==> src/omid_pkg.sv <==
package omid_pkg;

  // ---------------------------------------------------------------
  // widths
  // ---------------------------------------------------------------
  localparam int unsigned DATA_W = 8;
  localparam int unsigned ADDR_W = 12;
  localparam int unsigned INSTR_W = 16;
  localparam int unsigned BSR_W = 4;
  localparam int unsigned WB_AW = 8;
  localparam int unsigned WB_DW = 32;

  // ---------------------------------------------------------------
  // quarter-phases of one instruction cycle
  // ---------------------------------------------------------------
  localparam logic [1:0] PH_Q1 = 2'h0;
  localparam logic [1:0] PH_Q2 = 2'h1;
  localparam logic [1:0] PH_Q3 = 2'h2;
  localparam logic [1:0] PH_Q4 = 2'h3;
  localparam logic [1:0] PH_STEP = 2'h1;

  // ---------------------------------------------------------------
  // opcode fields and instruction bit positions
  // ---------------------------------------------------------------
  localparam logic [5:0] OPC_INCSNZ = 6'h12;
  localparam logic [5:0] OPC_ORF = 6'h04;
  localparam logic [7:0] OPC_ORL = 8'h09;
  localparam logic [7:0] OPC_MULL = 8'h0d;
  localparam logic [6:0] OPC_MULF = 7'h01;
  localparam int unsigned BIT_DEST = 9;
  localparam int unsigned BIT_ACCESS = 8;
  localparam int unsigned BIT_SIGN = 7;

  // ---------------------------------------------------------------
  // file addressing
  // ---------------------------------------------------------------
  localparam logic [7:0] ACCESS_SPLIT = 8'h60;
  localparam logic [7:0] INDEX_LIMIT = 8'h5f;
  localparam logic [3:0] ACCESS_HI_BANK = 4'hf;
  localparam logic [3:0] ACCESS_LO_BANK = 4'h0;
  localparam logic [7:0] INC_STEP = 8'h01;

  // ---------------------------------------------------------------
  // register map (byte offsets) and field positions
  // ---------------------------------------------------------------
  localparam logic [7:0] REG_ACC = 8'h00;
  localparam logic [7:0] REG_PRODUCT_LOW = 8'h04;
  localparam logic [7:0] REG_PRODUCT_HIGH = 8'h08;
  localparam logic [7:0] REG_STATUS = 8'h0c;
  localparam logic [7:0] REG_BSR = 8'h10;
  localparam logic [7:0] REG_CTRL = 8'h14;
  localparam logic [7:0] REG_IDXBASE = 8'h18;
  localparam int unsigned STAT_ZERO = 0;
  localparam int unsigned STAT_NEG = 1;
  localparam int unsigned STAT_SKIP = 2;
  localparam int unsigned CTRL_EXT = 0;

  // ---------------------------------------------------------------
  // reset values
  // ---------------------------------------------------------------
  localparam logic [7:0] RST_BYTE = 8'h00;
  localparam logic [3:0] RST_BSR = 4'h0;
  localparam logic [11:0] RST_IDX = 12'h000;
  localparam logic [15:0] RST_INSTR = 16'h0000;

  typedef enum logic [2:0] {
    ST_EXEC  = 3'h1,
    ST_SKIP1 = 3'h2,
    ST_SKIP2 = 3'h4
  } omid_state_t;

  typedef enum logic [5:0] {
    OP_NONE   = 6'h01,
    OP_INCSNZ = 6'h02,
    OP_ORL    = 6'h04,
    OP_ORF    = 6'h08,
    OP_MULL   = 6'h10,
    OP_MULF   = 6'h20
  } omid_op_t;

endpackage

==> src/omid_core.sv <==
// Added by the designer: the Wishbone register port and the register addresses.
`timescale 1ns/1ps
module omid_core (
  input  wire logic                         mclk_i,
  input  wire logic                         sys_rst_i,
  input  wire logic                         ce_i,
  input  wire logic                         instr_valid_i,
  input  wire logic [omid_pkg::INSTR_W-1:0] instr_i,
  input  wire logic                         next_two_word_i,
  input  wire logic [7:0]                   file_rdata_i,
  output logic                              instr_ready_o,
  output logic      [omid_pkg::ADDR_W-1:0]  file_addr_o,
  output logic                              file_re_o,
  output logic                              file_we_o,
  output logic      [7:0]                   file_wdata_o,
  output logic      [7:0]                   acc_o,
  output logic      [7:0]                   product_high_o,
  output logic      [7:0]                   product_low_o,
  output logic                              neg_o,
  output logic                              zero_o,
  output logic                              skip_o,
  input  wire logic                         wb_cyc_i,
  input  wire logic                         wb_stb_i,
  input  wire logic                         wb_we_i,
  input  wire logic [omid_pkg::WB_AW-1:0]   wb_adr_i,
  input  wire logic [3:0]                   wb_sel_i,
  input  wire logic [omid_pkg::WB_DW-1:0]   wb_dat_i,
  output logic      [omid_pkg::WB_DW-1:0]   wb_dat_o,
  output logic                              wb_ack_o
);
  import omid_pkg::*;

  // ---------------------------------------------------------------
  // state
  // ---------------------------------------------------------------
  omid_state_t       state;
  omid_state_t       next_state;
  omid_op_t          op_q;
  omid_op_t          dec_op;
  logic [1:0]        q;
  logic [15:0]       ir;
  logic [7:0]        opnd;
  logic [7:0]        res;
  logic [15:0]       prod_res;
  logic              skip_res;
  logic              two_word;
  logic              ext_en;
  logic [BSR_W-1:0]  bank_select_register;
  logic [ADDR_W-1:0] idx_base;

  // ---------------------------------------------------------------
  // decode
  // ---------------------------------------------------------------
  wire is_inc = (instr_i[15:10] == OPC_INCSNZ);
  wire is_orf = (instr_i[15:10] == OPC_ORF);
  wire is_orl = (instr_i[15:8] == OPC_ORL);
  wire is_mull = (instr_i[15:8] == OPC_MULL);
  wire is_mulf = (instr_i[15:9] == OPC_MULF);
  // anything else belongs to other execution units and is a nop here
  assign dec_op = is_inc  ? OP_INCSNZ :
                  is_orf  ? OP_ORF :
                  is_orl  ? OP_ORL :
                  is_mull ? OP_MULL :
                  is_mulf ? OP_MULF : OP_NONE;

  wire dbit = ir[BIT_DEST];
  wire abit = ir[BIT_ACCESS];
  wire uses_file = (op_q == OP_INCSNZ) || (op_q == OP_ORF) || (op_q == OP_MULF);
  wire is_or = (op_q == OP_ORL) || (op_q == OP_ORF);
  wire is_mul = (op_q == OP_MULL) || (op_q == OP_MULF);
  // multiply-file carries an access bit but no destination bit
  wire to_file = ((op_q == OP_INCSNZ) || (op_q == OP_ORF)) && dbit;
  wire to_acc = ((op_q == OP_INCSNZ) || (op_q == OP_ORF)) && !dbit || (op_q == OP_ORL);
  wire take = ce_i && (q == PH_Q1) && (state == ST_EXEC) && instr_valid_i;
  wire commit = ce_i && (q == PH_Q4);

  // ---------------------------------------------------------------
  // datapath submodules
  // ---------------------------------------------------------------
  logic [ADDR_W-1:0] eff_addr;
  logic [7:0]        alu_res;
  logic [15:0]       alu_prod;
  logic              alu_skip;
  wire [7:0]         alu_opnd = uses_file ? file_rdata_i : opnd; // file ops take Q3 read data

  omid_addr u_addr (
    .f_i        (ir[7:0]),
    .access_i   (abit),
    .ext_en_i   (ext_en),
    .bsr_i      (bank_select_register),
    .idx_base_i (idx_base),
    .addr_o     (eff_addr),
    .indexed_o  ()
  );

  omid_alu u_alu (
    .op_i      (op_q),
    .acc_i     (acc_o),
    .opnd_i    (alu_opnd),
    .result_o  (alu_res),
    .product_o (alu_prod),
    .skip_o    (alu_skip)
  );

  // ---------------------------------------------------------------
  // quarter-phase counter and skip sequencing
  // ---------------------------------------------------------------
  always_comb begin
    case (state)
      ST_EXEC:  next_state = skip_res ? ST_SKIP1 : ST_EXEC;
      ST_SKIP1: next_state = two_word ? ST_SKIP2 : ST_EXEC;
      ST_SKIP2: next_state = ST_EXEC;
      default:  next_state = ST_EXEC;
    endcase
  end

  // the state only moves on the last quarter, so a skip spans whole cycles
  always_ff @(posedge mclk_i) begin
    if (sys_rst_i) begin
      q <= PH_Q1;
      state <= ST_EXEC;
      instr_ready_o <= 1'b1;
      skip_o <= 1'b0;
    end else if (ce_i) begin
      q <= q + PH_STEP;
      if (q == PH_Q4) begin
        state <= next_state;
        instr_ready_o <= (next_state == ST_EXEC);
        skip_o <= (next_state != ST_EXEC);
      end
    end
  end

  // the next instruction's width is known when the skip is decided
  always_ff @(posedge mclk_i) begin
    if (sys_rst_i) begin
      two_word <= 1'b0;
    end else if (commit && (state == ST_EXEC)) begin
      two_word <= next_two_word_i;
    end
  end

  // ---------------------------------------------------------------
  // Q1 decode, Q2 read, Q3 process, Q4 write
  // ---------------------------------------------------------------
  // skip cycles take no instruction, so op_q is none throughout them
  always_ff @(posedge mclk_i) begin
    if (sys_rst_i) begin
      ir <= RST_INSTR;
      op_q <= OP_NONE;
    end else if (take) begin
      ir <= instr_i;
      op_q <= dec_op;
    end else if (commit) begin
      op_q <= OP_NONE;
    end
  end

  // address is driven for the Q3 read, file data sampled at the end of Q3
  always_ff @(posedge mclk_i) begin
    if (sys_rst_i) begin
      file_addr_o <= RST_IDX;
      file_re_o <= 1'b0;
      opnd <= RST_BYTE;
    end else if (ce_i) begin
      if (q == PH_Q2) begin
        file_addr_o <= eff_addr;
        file_re_o <= uses_file;
        opnd <= ir[7:0];
      end else if (q == PH_Q3) begin
        file_re_o <= 1'b0;
        if (uses_file) begin
          opnd <= file_rdata_i;
        end
      end
    end
  end

  // processed result is held for the Q4 write-back
  always_ff @(posedge mclk_i) begin
    if (sys_rst_i) begin
      res <= RST_BYTE;
      prod_res <= {RST_BYTE, RST_BYTE};
      skip_res <= 1'b0;
      file_we_o <= 1'b0;
      file_wdata_o <= RST_BYTE;
    end else if (ce_i) begin
      if (q == PH_Q3) begin
        res <= alu_res;
        prod_res <= alu_prod;
        skip_res <= alu_skip;
        file_we_o <= to_file;
        file_wdata_o <= alu_res;
      end else if (q == PH_Q4) begin
        skip_res <= 1'b0;
        file_we_o <= 1'b0;
      end
    end
  end

  // ---------------------------------------------------------------
  // register bus
  // ---------------------------------------------------------------
  wire bus_req = wb_cyc_i && wb_stb_i;
  wire bus_wr = bus_req && wb_we_i && wb_ack_o && wb_sel_i[0];
  wire wr_acc = bus_wr && (wb_adr_i == REG_ACC);
  wire wr_product_low = bus_wr && (wb_adr_i == REG_PRODUCT_LOW);
  wire wr_product_high = bus_wr && (wb_adr_i == REG_PRODUCT_HIGH);
  wire wr_stat = bus_wr && (wb_adr_i == REG_STATUS);
  wire wr_bsr = bus_wr && (wb_adr_i == REG_BSR);
  wire wr_ctrl = bus_wr && (wb_adr_i == REG_CTRL);
  wire wr_idx = bus_wr && (wb_adr_i == REG_IDXBASE);
  wire [7:0] stat_rd = {5'h00, skip_o, neg_o, zero_o};
  // unmapped offsets still ack and read zero
  wire [7:0] rd_byte = (wb_adr_i == REG_ACC)     ? acc_o :
                       (wb_adr_i == REG_PRODUCT_LOW)   ? product_low_o :
                       (wb_adr_i == REG_PRODUCT_HIGH)   ? product_high_o :
                       (wb_adr_i == REG_STATUS)  ? stat_rd :
                       (wb_adr_i == REG_BSR)     ? {4'h0, bank_select_register} :
                       (wb_adr_i == REG_CTRL)    ? {7'h00, ext_en} : RST_BYTE;
  wire [WB_DW-1:0] rd_word = (wb_adr_i == REG_IDXBASE) ? {20'h00000, idx_base}
                                                      : {24'h000000, rd_byte};

  // one wait state; ack drops the cycle after it was given
  always_ff @(posedge mclk_i) begin
    if (sys_rst_i) begin
      wb_ack_o <= 1'b0;
      wb_dat_o <= {WB_DW{1'b0}};
    end else if (ce_i) begin
      wb_ack_o <= bus_req && !wb_ack_o;
      wb_dat_o <= rd_word;
    end
  end

  // ---------------------------------------------------------------
  // architectural registers; a Q4 write-back wins over a bus write
  // ---------------------------------------------------------------
  always_ff @(posedge mclk_i) begin
    if (sys_rst_i) begin
      acc_o <= RST_BYTE;
      neg_o <= 1'b0;
      zero_o <= 1'b0;
    end else if (ce_i) begin
      if (commit && to_acc) begin
        acc_o <= res;
      end else if (wr_acc) begin
        acc_o <= wb_dat_i[7:0];
      end
      if (commit && is_or) begin
        neg_o <= res[BIT_SIGN];
        zero_o <= (res == RST_BYTE);
      end else if (wr_stat) begin
        neg_o <= wb_dat_i[STAT_NEG];
        zero_o <= wb_dat_i[STAT_ZERO];
      end
    end
  end

  // product pair lands at the end of Q4; flags are left alone
  always_ff @(posedge mclk_i) begin
    if (sys_rst_i) begin
      product_high_o <= RST_BYTE;
      product_low_o <= RST_BYTE;
    end else if (ce_i) begin
      if (commit && is_mul) begin
        product_high_o <= prod_res[15:8];
        product_low_o <= prod_res[7:0];
      end else begin
        if (wr_product_high) product_high_o <= wb_dat_i[7:0];
        if (wr_product_low) product_low_o <= wb_dat_i[7:0];
      end
    end
  end

  // configuration written only by software
  always_ff @(posedge mclk_i) begin
    if (sys_rst_i) begin
      bank_select_register <= RST_BSR;
      ext_en <= 1'b0;
      idx_base <= RST_IDX;
    end else if (ce_i) begin
      if (wr_bsr) bank_select_register <= wb_dat_i[BSR_W-1:0];
      if (wr_ctrl) ext_en <= wb_dat_i[CTRL_EXT];
      if (wr_idx) idx_base <= wb_dat_i[ADDR_W-1:0];
    end
  end
endmodule

==> src/omid_addr.sv <==
`timescale 1ns/1ps
module omid_addr (
  input  wire logic [7:0]                     f_i,
  input  wire logic                           access_i,
  input  wire logic                           ext_en_i,
  input  wire logic [omid_pkg::BSR_W-1:0]     bsr_i,
  input  wire logic [omid_pkg::ADDR_W-1:0]    idx_base_i,
  output logic      [omid_pkg::ADDR_W-1:0]    addr_o,
  output logic                                indexed_o
);
  import omid_pkg::*;

  // ---------------------------------------------------------------
  // address resolution
  // ---------------------------------------------------------------
  logic [ADDR_W-1:0] banked_addr;
  logic [ADDR_W-1:0] access_addr;
  logic [ADDR_W-1:0] index_addr;

  // a=1 picks the bank from the bank select register, a=0 the access bank
  assign banked_addr = {bsr_i, f_i};
  assign access_addr = (f_i < ACCESS_SPLIT) ? {ACCESS_LO_BANK, f_i}
                                            : {ACCESS_HI_BANK, f_i};
  // indexed offset only covers the low access half; upper half stays sfr space
  assign indexed_o = ext_en_i && !access_i && (f_i <= INDEX_LIMIT);
  assign index_addr = ADDR_W'(idx_base_i + {4'h0, f_i});
  assign addr_o = access_i ? banked_addr : (indexed_o ? index_addr : access_addr);

endmodule

==> src/omid_alu.sv <==
`timescale 1ns/1ps
module omid_alu (
  input  wire omid_pkg::omid_op_t        op_i,
  input  wire logic [7:0]                acc_i,
  input  wire logic [7:0]                opnd_i,
  output logic      [7:0]                result_o,
  output logic      [15:0]               product_o,
  output logic                           skip_o
);
  import omid_pkg::*;

  // ---------------------------------------------------------------
  // combinational execution
  // ---------------------------------------------------------------
  logic [7:0] inc_val;
  logic [7:0] or_val;

  assign inc_val = 8'(opnd_i + INC_STEP);
  assign or_val = acc_i | opnd_i;
  // unsigned 8x8, zero-extended so no bits are lost
  assign product_o = {8'h00, acc_i} * {8'h00, opnd_i};
  assign result_o = (op_i == OP_INCSNZ) ? inc_val : or_val;
  assign skip_o = (op_i == OP_INCSNZ) && (inc_val != RST_BYTE);

endmodule

==> config.mk <==
export PLATFORM = sky130hd
export DESIGN_NAME = omid_core
export DESIGN_NICKNAME = d
export VERILOG_FILES = /design/src/omid_pkg.sv /design/src/omid_core.sv /design/src/omid_addr.sv /design/src/omid_alu.sv
export SDC_FILE = /design/constraint.sdc
export NUM_CORES = 1
export LEC_CHECK = 0
export BUFFER_PORTS_ARGS = -buffer_cell sky130_fd_sc_hd__buf_2
export CORE_MARGIN = 8
export CORE_UTILIZATION = 46
export CTS_CLUSTER_SIZE = 14
export DETAILED_ROUTE_END_ITERATION = 8
export GPL_ROUTABILITY_DRIVEN = 1
export GPL_TIMING_DRIVEN = 0
export PLACE_DENSITY_LB_ADDON = 0.1
export SYNTH_ARGS = -nofsm -noshare
export SYNTH_HDL_FRONTEND = slang
export SYNTH_HIERARCHICAL = 1
export SYNTH_SLANG_ARGS = --single-unit
==> constraint.sdc <==
create_clock -name mclk_i -period 7.4 [get_ports mclk_i]
set_input_delay 0 -clock mclk_i [delete_from_list [all_inputs] [get_ports mclk_i]]
set_output_delay 0 -clock mclk_i [all_outputs]
set_load 0.01 [all_outputs]
Word-level counts from Yosys, hierarchy flattened. Index checks and enable logic that the tools add are counted.

Register bits: 147. Latch bits: 0. Memory bits (writable): 0. Memory bits (read-only): 0. Input port bits: 76. Word-level logic and storage cells: 149. Memories: 0.

Add/subtract/negate cells: 3. $mul: 1. Divide/modulo/power cells: 0. Magnitude comparators: 2. Equal/unequal tests: 23. Shift operators: 0. Mux-type cells: 39. Bitwise gates (word level): 1. Reductions and logical operators: 56.

Operator list (count): $mux 8 (13); $mux 12 (4); $mux 6 (7); $eq 8x4->1 const B (4); $logic_and 1x1->1 (25); $eq 8x5->1 const B (3); $reduce_and 2->1 (12); $logic_not 8->1 (2); $mul 8x8->16 (1); $reduce_bool 2->1 (7); $add 12x8->12 (1); $eq 6x3->1 const B (2); $eq 6x5->1 const B (2); $mux 1 (10); $add 8x1->8 const B (1); $eq 8x3->1 const B (1); $le 8x7->1 const B (1); $lt 8x7->1 const B (1); $mux 4 (2); $or 8x8->8 (1); $reduce_bool 8->1 (1); $eq 7x1->1 const B (1); $eq 3x1->1 const B (2); $eq 6x2->1 const B (1); 13 further kinds (20).

Longest topological paths before layout.
Word-level depth: 8. Depth in mapped cells: 23.

Hierarchy. The synthesis kept the hierarchy.

Modules (own cells, without submodules): omid_core (instances 1, cells an instance 691, area each 5945.7 µm², sequential area each 2542.4 µm²); omid_alu (instances 1, cells an instance 304, area each 2496.1 µm², sequential area each 0.0 µm²); omid_addr (instances 1, cells an instance 92, area each 600.6 µm², sequential area each 0.0 µm²).

Worst setup path before layout. OpenSTA, ideal clock, no wires.

Path type: register to register. Start: register op_q[3]. End: register prod_res[15]. Setup time: 132 ps. Arrival time: 5521 ps. Setup slack: 1747 ps. Cell stages (with the launch flop): 21. Cell sequence: dfxtp_1 > xor2_1 > o211ai_1 > clkbuf_1 > mux2_2 > clkbuf_1 > and2_1 > fa_1 > fa_1 > fa_1 > inv_1 > fa_1 > inv_1 > ha_1 > and4_4 > and2_1 > o31ai_1 > and4_1 > nor3_2 > nand2_1 > a21oi_1.

Longest elaborated chain between the ends: 5. Elaborated cells between the ends (all ways): 7. Classes of those cells: 1 x mul; 3 x eq/ne; 1 x mux; 2 x reduce/logical.

Ends and longest elaborated chain: start: declaration (RTL line omid_core.sv:38) `omid_op_t op_q;`; start signal: assignment (RTL line omid_core.sv:153) `op_q <= dec_op;`; $eq 6x2->1 / $eq 6x4->1 (equally long branches) (RTL line omid_core.sv:68) `wire uses_file = (op_q == OP_INCSNZ) || (op_q == OP_ORF) || (op_q == OP_MULF);`; $logic_or 1x1->1 (RTL line omid_core.sv:68); $logic_or 1x1->1 * (RTL line omid_core.sv:68); $mux 8 *; named net alu_opnd[7] (RTL line omid_core.sv:84) `wire [7:0] alu_opnd = uses_file ? file_rdata_i : opnd;`; $mul 8x8->16 * (RTL line omid_alu.sv:21) `assign product_o = {8'h00, acc_i} * {8'h00, opnd_i};`; named net alu_prod[15] (RTL line omid_core.sv:82) `logic [15:0] alu_prod;`; end signal: assignment (RTL line omid_core.sv:183) `prod_res <= {RST_BYTE, RST_BYTE};`; end signal: assignment (RTL line omid_core.sv:190) `prod_res <= alu_prod;`; end: declaration (RTL line omid_core.sv:44) `logic [15:0] prod_res;`.

The timed path passes the listed nets; every way through them passes the cells marked *. A chain may end at the register's enable or synchronous reset.

Final worst setup path. Same ends and word-level chain as after synthesis.

==> summary.md <==
| Metric | Value |
|---|---|
| Final Hold Fails | `0` |
| GR Overflow Total | `0` |
| Clock-pin slew on the worst setup and hold paths | `approximately 0.06 ns` |
| Drt wl/cell | `between 15 and 20 microns` |
| Layout Cells excl Fill | `1,553` |
| Post-route minimum period | `about 7 ns` |
| VDD IR-drop max | `~160 uV` |
| Worst Hold Launch | `wb_adr_i[3]` |
| Total negative slack | `0 ns` |
| Worst r2r src | `op_q[3]` |
| DR vias | `about 8.5k` |
| P_int | `roughly 1.3 mW` |
| Clock power share | `about 50%` |
| CTS tree | `built` |
| First-pass GRT wire length | `around 46,000 microns` |
| Comb power frac | `about a tenth` |
| Max Cap Viol | `0` |
| Gp weighted congestion | `just over 0.9` |
| Inst Count DP | `1,483` |
| Routed Wire Length | `around 29,000 microns` |
| # IOs | `about 160` |
| DR pass1 iterations | `6` |
| Synthesis-stage register bit count | `about 130` |
| Hold WC Path Type | `in -> reg` |
| Synth Warn # | `6` |
| Worst slew pin tran | `approximately 1.2 ns` |
| Seq pwr share | `40.2%` |
| Synth Instances | `approximately 1.1k` |
| # setup viols final | `0` |
| Post-synthesis area per instance | `approximately 8.3 sq um` |
| Core region area | `around 0.019 sq mm` |
| Bufs on Longest Clock Path | `2` |
| # rows | `slightly above 50` |
| Cell variety after synth | `77` |
| Fmax achieved | `between 100 and 150 MHz` |
| CTS Sinks | `127` |
| Unrepaired setup endpoints after global routing | `no` |
| WS Path Type | `reg -> reg` |
| CP Launch Type | `flip-flop` |
| Clock latency reported for the late side of the worst-skew pair | `approximately 0.43 ns` |
| Initial antenna violation count | `0` |
| Vias per std cell | `about 5.5` |
| Power per cell area | `roughly 160 mW/mm^2` |
| Final worst-path cycle share | `a little over nine tenths` |
| Net Sw Power | `0.4361 mW` |
| Layout overhead on the synthesized area | `21.67%` |
| Critical path startpoint | `op_q[3]` |
| Number of global-route vias before repair | `about 8.4k` |
| Sw Ratio | `25.06%` |
| Sequential area share after synthesis | `28.12%` |
| Req. time, crit path | `between 7 and 8 ns` |
| Fraction of final layout cells with drive strength greater than 1 | `roughly 17%` |
| Post-DP HPWL | `between 20,000 and 25,000 microns` |
| Mapped cell area | `approximately 0.009 sq mm` |
| Status | `complete, no violations` |
| Depth of the CTS H-tree | `4` |
| GRT Overall Usage | `24.19%` |
| Largest net degree at the start of global routing | `17` |
| Leakage power | `approximately 4.6 nW` |
| Nets | `1,437` |
| Crit. End Element | `flip-flop` |
| Die area | `roughly 0.024 sq mm` |
| Ant diodes | `0` |
| Initial Utilization | `46.61%` |
| Ys flop type | `dfxtp_1` |
| Clock skew | `approximately 0.0064 ns` |
| Async set-or-reset flop fraction in the synthesized netlist | `0%` |
| R2r setup slk | `0.46 ns` |
| EDFF count, synth | `0` |
| Initial DRC count | `between 600 and 700` |
| Slew Limit Fails | `0` |
| Clk root buf | `clkbuf_16` |
| CTS Buf Count | `17` |
| Antenna viol nets, final | `0` |
| CP arrival | `7.29 ns` |
| Setup Fix Bufs, Post-CTS | `0` |
| # DRC | `0` |
| Die Width | `between 150 and 200 microns` |
| PortBufs | `between 100 and 150` |
| Crit Path Max Fanout | `10` |
| Final core utilization | `a little under three fifths` |
| Die Y-Extent | `between 150 and 200 microns` |
| Slew HR | `between 10% and 20%` |
==> timing repair <==
item                      CTS  global route
hold endpoints to repair   41             0
gates resized for setup     0             0
hold buffers               38             0
==> stage by stage <==
step	cell area, sq um	power (mW)	setup slack (ns)	hold slack, ns
floorplan	9114	0.8038	1.747	0.1360
global placement	10010	0.8604	0.4996	0.2346
detailed placement	10010	0.8611	0.4670	0.2452
CTS	11000	1.747	0.4383	0.03572
global route	11000	1.794	0.08299	0.09544
finish	11000	1.740	0.4595	0.06082
==> metal layers <==
layer	global-route usage (%)	routed length, microns
met5	0	0
met4	6.499	337
met3	5.928	2350
met2	37.08	12750
met1	33.24	13690
==> worst paths after layout <==
check	endpoint	depth (start not counted)
setup reg to reg	prod_res[15]	20
setup / recovery	prod_res[15]	20
hold reg to reg	instr_ready_o	1
hold / removal	wb_dat_o[2]	4
==> final cells by class <==
cell class,instances,area [sq um]
fill,1861,8397
multi-input combinational,841,5958
sequential,127,2542
timing repair buffer,150,940.9
clock buffer,20,456.7
buffer,76,380.4
tap,265,331.6
inverter,62,232.7
clock inverter,12,158.9
==> critical path: stages, from the launching register on <==
cell and delay, ns:
dfxtp_1 0.48, xor2_1 0.16, o211ai_1 0.95, clkbuf_1 0.50, mux2_2 0.43, clkbuf_1 0.24
and2_1 0.25, fa_1 0.50, fa_1 0.52, fa_1 0.55, inv_1 0.06, fa_1 0.58
inv_1 0.05, ha_1 0.36, and4_4 0.18, and2_1 0.15, o31ai_1 0.26, o21ai_0 0.16
nor3_2 0.21, nand2_1 0.10, a21oi_1 0.14
==> flip-flops by register name, summed over array words and instances (netlist names), 2 cells and up <==
| name | flops |
|---|---|
| ir | 10 |
| q | 2 |
| res | 8 |
| file_addr_o | 12 |
| product_low_o | 8 |
| acc_o | 8 |
| state | 3 |
| prod_res | 16 |
| op_q | 6 |
| bank_select_register | 4 |
| opnd | 8 |
| idx_base | 12 |
| product_high_o | 8 |
| wb_dat_o | 12 |
==> power groups by stage <==
stage / combinational [mW] / sequential (mW) / clock [mW]
floorplan: 0.0911 / 0.713 / 0
global placement: 0.145 / 0.715 / 0
detailed placement: 0.146 / 0.715 / 0
CTS: 0.160 / 0.700 / 0.887
global route: 0.179 / 0.701 / 0.914
finish: 0.163 / 0.700 / 0.877
==> synthesized netlist by cell type, types with 29 or more instances <==
library cell	instances	area share (%)
nor3_1	40	2.2
nor2_1	84	3.5
dfxtp_1	127	28
inv_1	62	2.6
ha_1	49	6.8
clkbuf_1	45	1.9
nand3_1	29	1.6
a21oi_1	81	4.5
mux2i_1	47	5.2
nand2_1	142	5.9
and2_1	60	4.2
fa_1	37	8.2
==> logic make-up (layout without fill, tap and decap cells) <==
| group | count (synthesis) | in the layout | share of synthesized area, % |
|---|---|---|---|
| simple gates | 443 | 443 | 25.38 |
| compound gates | 210 | 210 | 15.59 |
| buf+inv | 138 | 320 | 6.780 |
| flops | 127 | 127 | 28.12 |
| fa+ha+maj | 86 | 86 | 14.97 |
| mux | 66 | 66 | 7.569 |
| xor+xnor | 16 | 16 | 1.550 |
| other cells | 1 | 20 | 0.04147 |
==> cell usage in the layout (no fill, tap or decap), drive strengths merged, types with 5 or more instances in the layout <==
master,instances
a211oi,33
a21o,7
a21oi,82
a221oi,7
a31oi,9
and2,61
buf,142
clkbuf,66
clkinvlp,5
conb,20
dfxtp,127
dlygate4sd3,38
fa,37
ha,49
inv,63
mux2,19
mux2i,47
nand2,143
nand2b,9
nand3,29
nand4,8
nor2,84
nor2b,13
nor3,42
nor3b,5
nor4,14
o21a,6
o21ai,21
o22ai,13
or4,6
xnor2,10
xor2,6
Power figures use the tool's default switching activity.
